<file path="src/srblu_defines.svh">
// Constants for the shift-right and bitwise logic unit: widths, limits and reset values.
// Assumes it is included by its bare name from the package and from every module.
// Functional notes
// [RQ1] Immediate shift gives operand shifted right arithmetically.
// [RQ2] Vacated high bits copy the sign bit.
// [RQ3] Issuer keeps immediate shift amount within 0..31; the issuer model passes larger amounts through when wide_ok_in is set.
// [RQ4] AND gives bitwise conjunction of both operands.
// [RQ5] AND-inverse ANDs first with complemented second.
// [RQ6] Inversion gives complement of first operand.
// [RQ7] OR gives bitwise disjunction of both operands.
// [RQ8] No guard means destination always written; the unit drops the write of an immediate shift whose amount is above 31.
// [RQ9] Guard bit zero one enables the write.
// [RQ10] Guard bit zero zero keeps destination unchanged.
// [RQ11] Operands and results are 32 bits, bit 31 sign.
// [RQ12] Shift amount zero returns operand unchanged.
`ifndef SRBLU_DEFINES_SVH
`define SRBLU_DEFINES_SVH

`define SRBLU_DATA_W 32
`define SRBLU_SIGN_BIT 31
`define SRBLU_MOD_W 7
`define SRBLU_SHAMT_W 5
`define SRBLU_SHAMT_MAX 7'h1f
`define SRBLU_GUARD_BIT 0
`define SRBLU_RESULT_RST 32'h00000000
`define SRBLU_REG_DEPTH 128
`define SRBLU_REG_ADDR_W 7

`endif

</file>
<file path="src/srblu_pkg.sv">
// Types shared by the shift-right and bitwise logic unit, its issue model and its bench.
// Assumes the defines header is on the include path.
`include "srblu_defines.svh"

package srblu_pkg;

    typedef logic [`SRBLU_DATA_W-1:0] srblu_word_t;

    typedef enum logic [2:0] {
        SRBLU_OP_ASRI,
        SRBLU_OP_AND,
        SRBLU_OP_ANDINV,
        SRBLU_OP_INV,
        SRBLU_OP_OR
    } srblu_op_t;

endpackage

</file>
<file path="src/srblu_regfile.sv">
// Destination register store: one write port and one registered read port.
// Assumes a single clock and a synchronous active-high reset from the pipeline.
`timescale 1ns/1ps
`include "srblu_defines.svh"

module srblu_regfile #(
    parameter int DATA_W = `SRBLU_DATA_W,
    parameter int DEPTH = `SRBLU_REG_DEPTH,
    parameter int ADDR_W = `SRBLU_REG_ADDR_W
) (
    input wire logic clk_sys_in, // System clock.
    input wire logic rst_in, // Synchronous reset, active high.
    input wire logic wr_en_in, // Write strobe.
    input wire logic [ADDR_W-1:0] wr_addr_in, // Write index.
    input wire logic [DATA_W-1:0] wr_data_in, // Write data.
    input wire logic [ADDR_W-1:0] rd_addr_in, // Read index.
    output logic [DATA_W-1:0] rd_data_out // Registered read data.
);

    logic [DATA_W-1:0] mem_reg [DEPTH];
    logic [DATA_W-1:0] rd_data_reg;

    // Contents are not cleared by reset; software must write before reading.
    always_ff @(posedge clk_sys_in)
    begin
        if (wr_en_in)
        begin
            mem_reg[wr_addr_in] <= wr_data_in;
        end
    end

    // A read of the entry being written returns the old value.
    always_ff @(posedge clk_sys_in)
    begin
        if (rst_in)
        begin
            rd_data_reg <= '0;
        end
        else
        begin
            rd_data_reg <= mem_reg[rd_addr_in];
        end
    end

    assign rd_data_out = rd_data_reg;

endmodule

</file>
<file path="src/srblu_unit.sv">
// Single-stage shift-right and bitwise logic unit with guarded destination write.
// Assumes operands, opcode and guard arrive synchronous to clk_sys_in from issue logic.
`timescale 1ns/1ps
`include "srblu_defines.svh"

module srblu_unit #(
    parameter int DEPTH = `SRBLU_REG_DEPTH,
    parameter int ADDR_W = `SRBLU_REG_ADDR_W
) (
    input wire logic clk_sys_in, // System clock, 20 MHz.
    input wire logic rst_in, // Synchronous reset, active high.
    input wire logic issue_valid_in, // Operation issued this cycle.
    input wire srblu_pkg::srblu_op_t op_in, // Operation select.
    input wire srblu_pkg::srblu_word_t first_source_operand_in, // First operand.
    input wire srblu_pkg::srblu_word_t second_source_operand_in, // Second operand.
    input wire logic [`SRBLU_MOD_W-1:0] shift_amount_in, // Immediate shift amount.
    input wire logic guard_present_in, // A guard register is supplied.
    input wire srblu_pkg::srblu_word_t guard_value_in, // Guard register value.
    input wire logic [ADDR_W-1:0] dest_index_in, // Destination register index.
    input wire logic [ADDR_W-1:0] read_index_in, // Register store read index.
    output logic result_valid_out, // Result computed, one-cycle pulse.
    output srblu_pkg::srblu_word_t result_out, // Computed result, registered.
    output logic write_enable_out, // Destination write, one-cycle pulse.
    output logic [ADDR_W-1:0] dest_index_out, // Destination index, registered.
    output logic shift_range_error_out, // Shift amount above 31, pulse.
    output srblu_pkg::srblu_word_t read_data_out // Register store read data.
);

    import srblu_pkg::*;

    srblu_word_t result_next;
    srblu_word_t result_reg;
    logic result_valid_reg;
    logic write_enable_next;
    logic write_enable_reg;
    logic [ADDR_W-1:0] dest_index_reg;
    logic shift_range_error_next;
    logic shift_range_error_reg;
    logic op_known;
    logic [`SRBLU_SHAMT_W-1:0] shamt;

    assign shamt = shift_amount_in[`SRBLU_SHAMT_W-1:0];

    // A shift amount above 31 is the issuer's fault; it is flagged and its write is dropped.
    assign shift_range_error_next = issue_valid_in && (op_in == SRBLU_OP_ASRI)
        && (shift_amount_in > `SRBLU_SHAMT_MAX); // RQ3

    always_comb
    begin
        result_next = `SRBLU_RESULT_RST;
        op_known = 1'b1;
        case (op_in)
            SRBLU_OP_ASRI:
            begin
                // Signed shift fills from bit 31; a zero amount passes the operand through.
                result_next = srblu_word_t'($signed(first_source_operand_in) >>> shamt); // RQ1 RQ2 RQ12
            end
            SRBLU_OP_AND:
            begin
                result_next = first_source_operand_in & second_source_operand_in; // RQ4
            end
            SRBLU_OP_ANDINV:
            begin
                result_next = first_source_operand_in & ~second_source_operand_in; // RQ5
            end
            SRBLU_OP_INV:
            begin
                result_next = ~first_source_operand_in; // RQ6
            end
            SRBLU_OP_OR:
            begin
                result_next = first_source_operand_in | second_source_operand_in; // RQ7
            end
            default:
            begin
                op_known = 1'b0;
            end
        endcase
    end

    // Only the guard's lowest bit is looked at; the rest of the word is ignored.
    always_comb
    begin
        write_enable_next = 1'b0;
        if (issue_valid_in && op_known && !shift_range_error_next)
        begin
            if (!guard_present_in)
            begin
                write_enable_next = 1'b1; // RQ8
            end
            else
            begin
                write_enable_next = guard_value_in[`SRBLU_GUARD_BIT]; // RQ9 RQ10
            end
        end
    end

    // The result is computed even when the guard discards it, so it can be observed.
    always_ff @(posedge clk_sys_in)
    begin
        if (rst_in)
        begin
            result_reg <= `SRBLU_RESULT_RST;
            dest_index_reg <= '0;
        end
        else if (issue_valid_in)
        begin
            result_reg <= result_next; // RQ11
            dest_index_reg <= dest_index_in;
        end
    end

    always_ff @(posedge clk_sys_in)
    begin
        if (rst_in)
        begin
            result_valid_reg <= 1'b0;
            write_enable_reg <= 1'b0;
            shift_range_error_reg <= 1'b0;
        end
        else
        begin
            result_valid_reg <= issue_valid_in && op_known;
            write_enable_reg <= write_enable_next;
            shift_range_error_reg <= shift_range_error_next;
        end
    end

    // A disabled write leaves the stored destination untouched.
    srblu_regfile #(
        .DATA_W(`SRBLU_DATA_W),
        .DEPTH(DEPTH),
        .ADDR_W(ADDR_W)
    ) u_regfile (
        .clk_sys_in(clk_sys_in),
        .rst_in(rst_in),
        .wr_en_in(write_enable_reg), // RQ10
        .wr_addr_in(dest_index_reg),
        .wr_data_in(result_reg),
        .rd_addr_in(read_index_in),
        .rd_data_out(read_data_out)
    );

    assign result_out = result_reg;
    assign result_valid_out = result_valid_reg;
    assign write_enable_out = write_enable_reg;
    assign dest_index_out = dest_index_reg;
    assign shift_range_error_out = shift_range_error_reg;
endmodule

</file>
<file path="config.mk">
export PLATFORM = sky130hd
export DESIGN_NAME = srblu_unit
export DESIGN_NICKNAME = d
export VERILOG_FILES = /design/src/srblu_pkg.sv /design/src/srblu_regfile.sv /design/src/srblu_unit.sv
export VERILOG_INCLUDE_DIRS = /design/src
export SDC_FILE = /design/constraint.sdc
export NUM_CORES = 2
export LEC_CHECK = 0
export BUFFER_PORTS_ARGS = -buffer_cell sky130_fd_sc_hd__buf_2
export CAP_MARGIN = 20
export CORE_AREA = 2 2 831 502
export DETAILED_ROUTE_END_ITERATION = 16
export DIE_AREA = 0 0 833 504
export SYNTH_ARGS = -nofsm -noshare
export SYNTH_HDL_FRONTEND = slang
export SYNTH_HIERARCHICAL = 1
export SYNTH_SLANG_ARGS = --single-unit
</file>
<file path="constraint.sdc">
create_clock -name clk_sys_in -period 3.5 [get_ports clk_sys_in]
set_input_delay 0.35 -clock clk_sys_in [delete_from_list [all_inputs] [get_ports clk_sys_in]]
set_output_delay 0.35 -clock clk_sys_in [all_outputs]
set_load 0.01 [all_outputs]
</file>
# Word-level counts from Yosys, hierarchy flattened
# Memory sizes are Yosys's and may differ from the RTL's. A register that Yosys moved wholly into a read port is not among the register bits.
# Index checks and enable logic that the tools add are counted.
op_classes:
  add_sub_neg: 0
  multipliers: 0
  div_mod_pow: 0
  magnitude_cmp: 1
  n_eq_ne: 4
  shift: 1
  n_mux: 5
  bitwise_logic: 6
  reduce_logical: 8
ops:
  columns: ["operator", "n"]
  rows:
  - ["one-hot mux 32 bit (5 select lines)", 1]
  - ["AND 32 bit", 2]
  - ["inverter 32 bit", 2]
  - ["OR 32 bit", 1]
  - [">>> shifter 32 x 5 -> 32 bit", 1]
  - ["greater-than comparator 7 x 5 -> 1 bit, second input constant", 1]
  - ["== test 3 x 2 -> 1 bit, second input constant", 2]
  - ["OR reduction 5 bit", 1]
  - ["logical AND 1 bit", 4]
  - ["two-way mux 1 bit", 4]
  - ["== test 3 x 1 -> 1 bit, second input constant", 1]
  - ["== test 3 bit, second input constant", 1]
  - ["zero test 3 bit", 1]
  - ["OR reduction 2 bit", 1]
  - ["zero test 1 bit", 1]
  - ["inverter 1 bit", 1]
word_totals:
  reg_bits: 42
  latch_bits: 0
  ramBits: 4096
  mem_bits_ro: 0
  in_bits: 124
  out_inout_bits: 74
  wordCells: 31
  memories: 1
memory_table:
  columns: ["memory", "depth", "word_bits", "read_ports", "rd_ports_with_merged_regs", "wr", "line_no", "source"]
  rows:
  - ["u_regfile.mem_reg", 128, 32, 1, 1, 1, "srblu_regfile.sv:20", "logic [DATA_W-1:0] mem_reg [DEPTH];"]

# Depth between registers and ports, before layout
depth:
  depth_word: 7
  depth_mapped: 11
  mapped_depth_nobuf: 6

# Modules after synthesis
# Netlist, hierarchy kept.
by_module_without_submodules:
  columns: ["module", "instances", "cells_each", "area_each_um2", "seq_area_each_um2"]
  rows:
  - ["srblu_regfile", 1, 7846, 159131.4, 123638.6]
  - ["srblu_unit", 1, 636, 5116.2, 840.8]

# Worst setup path after synthesis
# No wires, ideal clock.
synth_timing:
  kind: "reg-to-reg"
  startpoint: "register dest_index_reg[4], in the netlist dest_index_out[4]"
  endpoint: "memory u_regfile/mem_reg[82][0] in the netlist's numbering, enable pin"
  setup_ns: 0.461
  arrival_time_ns: 3.253
  required_time_ns: 3.039
  path_slack_ns: -0.214
  path_stages_with_launch: 4
  n_path_buf: 0
  synth_period_minus_slack_ns: 3.714
  path_cell_list: "dfxtp_1 > nor2b_1 > nand3_1 > nor3_1"
synth_rtl:
  columns: ["element", "line_no", "source"]
  rows:
  - ["from (decl)", "srblu_unit.sv:36", "logic [ADDR_W-1:0] dest_index_reg;"]
  - ["from (signal assigned)", "srblu_unit.sv:109", "dest_index_reg <= dest_index_in;"]
  - ["to (decl)", "srblu_regfile.sv:20", null]
# No word-level cell before the write port.

==> flow_metrics.tcl <==
set metrics [dict create \
    regToRegSetupSlack_ns 0.65 \
    grt_first_pass_wirelength_mm 717 \
    synthFlopType "edfxtp_1" \
    min_from "issue_valid_in" \
    crit_required_ns 4.29 \
    viasPerCell 6.03 \
    total_power_mw 103 \
    worstMarginPinSlew_ns 1.26 \
    synth-edff-count 4096 \
    seq_area_frac_synth 0.758 \
    gp_congestion 0.987 \
    htreeDepth 5 \
    status "finished, final reports clean" \
    instances_no_fill 15200 \
    fin_util 0.462 \
    leakage_nw 69.0 \
    grt_pass1_vias 86500 \
    synth_cell_types 74 \
    crit_path_max_fanout 2 \
    area_growth_pct 16.1 \
    cts_tree "built" \
    min_period_over_period 0.813 \
    drive_above_1_share 0.230 \
    postRouteAntennaNets 0 \
    crit_type "flop to flop" \
    vias 91800 \
    netlist_area_um2 164000 \
    slew_violations 0 \
    ys_async_sr_fraction 0 \
    pre_cts_ws_ns -0.213 \
    ff2ff_path_depth 7 \
    fin_skew_ns 0.0594 \
    grt_usage 0.244 \
    worstReg2RegEnd "u_regfile/rd_data_out[21]" \
    drt-wirelength-per-cell_um 34.6 \
    grt_overflow 0 \
    dp_hpwl_mm 337 \
    die_h_um 504 \
    finalSetupTns_ns 0 \
    cp-start-kind "flop" \
    dr.pass1.iters 6 \
    hp-class "primary input to flop" \
    fin_crit_ns 2.85 \
    cp.arrival_ns 3.64 \
    post-route-drc-count 0 \
    cts_max_path_buffers 4 \
    coreArea_um2 412000 \
    critPathLaunch "u_regfile/mem_reg[116][21]" \
    grt_max_degree 105 \
    drt-initial-drc-count 15500 \
    antenna_found_initial 60 \
    clkSinkCount 4170 \
    irDropWorstVdd_mv 0.497 \
    fin_nets 9465 \
    design_area_um2 191000 \
    power.density_nw_per_um2 538 \
    multi_input_area_um2 37500 \
    setup_violations 0 \
    yosysWarnings 6 \
    rsz0062_at_grt "false" \
    nFillCells 34300 \
    clockRootBuffer "clkbuf_16" \
    endpoint "u_regfile/rd_data_out[21]" \
    endpoint_kind "flop" \
    die_w_um 833 \
    hold_viol 0 \
    insertion_delay_ns 0.98 \
    dp_cells 14400 \
    final_cell_mix "edfxtp_1 (4,096), mux2i_1 (1,126), buf_4 (611)" \
    wirelength_mm 527 \
    cts-buffers-inserted 377 \
    dpl_cell_area_um2 178000 \
    start_util 0.398 \
    seq_area_um2 125000 \
    holdWs_ns 0.0568 \
    pin_count 198 \
    dieArea_um2 420000 \
    cts.clk_slew.worst_paths_ns 0.07 \
    syn-num-nets 8606 \
    synth_cells 8482 \
    r2r-start "u_regfile/mem_reg[116][21]" \
    final_common_cell "edfxtp_1" \
    synth_area_per_cell_um2 19.4 \
    timing.fmax_ghz 0.351 \
    num_rows 183 \
    numPortBuffers 166 \
    largest_reg_flops 4096 \
    cap_violations 0 \
    relSlewSlack 0.162 \
    timing.final.ws_setup_ns 0.654 \
    synth-seq-cells 4170 \
]
-- how the worst min path moves through the flow --
stage / end / slack [ns] / depth (start not counted)
after floorplan: u_regfile/rd_data_out[31] / 0.41 / 1
after global placement: dest_index_out[4] / 0.59 / 3
after detailed placement: dest_index_out[2] / 0.59 / 3
after CTS: result_out[20] / 0.003 / 5
after global routing: dest_index_out[4] / 0.05 / 3
final: dest_index_out[1] / 0.06 / 3
-- power by group --
part           switching [mW]  total [mW]  internal [mW]  leakage [nW]
registers               0.490        55.3           54.8          44.0
logic                    3.90        5.97           2.06          19.1
clock network            18.5        41.3           22.7          5.81
total                    22.9         103           79.7          69.0
-- cell type report --
class,count,share of cell area
antenna,29,0.000381
sequential,4170,0.653
clock buffer,468,0.0523
multi-input combinational,3735,0.197
inverter,39,0.000781
tap,5550,0.0364
timing repair buffer,1018,0.0497
clock inverter,210,0.0104
-- worst max-delay path, cell delays in order (launching register included) --
cell	delay (ns)
edfxtp_1	0.37
mux4_2	0.46
o21ai_1	0.72
o2bb2ai_1	0.26
buf_12	0.21
nor4_1	0.34
buf_4	0.20
a41oi_1	0.12
-- cell usage after synthesis (all sizes together) (27+ instances only) --
cell type	instances	share of area
dfxtp	74	0.0090
o21ai	136	0.0041
o2111a	30	0.0021
clkbuf	236	0.0054
nor3	51	0.0016
inv	37	0.00085
mux2i	1127	0.069
a22oi	560	0.026
nor4	28	0.0011
buf	302	0.015
nand3	157	0.0048
a41oi	31	0.0017
a221oi	96	0.0051
edfxtp	4096	0.75
a22o	64	0.0034
nand2	215	0.0049
o2bb2ai	27	0.0014
mux4	546	0.075
nor2	316	0.0073
a21oi	152	0.0046
-- cells by family (layout without fill, tap and decap cells) --
| kind of cell | count (synthesis) | in the layout | share of synthesized area |
|---|---|---|---|
| muxes | 1684 | 1684 | 0.144 |
| AOI/OAI and AO/OA | 1225 | 1225 | 0.0547 |
| other | 0 | 29 | 0 |
| buffers and inverters | 577 | 1735 | 0.0210 |
| and+or+nand+nor | 826 | 826 | 0.0221 |
| DFF | 4170 | 4170 | 0.758 |
-- routing by layer --
layer	wire, um	global-route usage	vias to the layer above
li1	-	-	36800
met5	212	0	-
met3	81500	0.104	624
met2	209000	0.320	5912
met1	224000	0.375	48500
met4	12300	0.0529	28
-- repair_timing --
item / CTS / global route
hold buffers: 81 / 0
endpoints found under the hold margin: 37 / 0
resized for setup: 0 / 0
setup buffers: 0 / 0
Power figures use the tool's default switching activity.
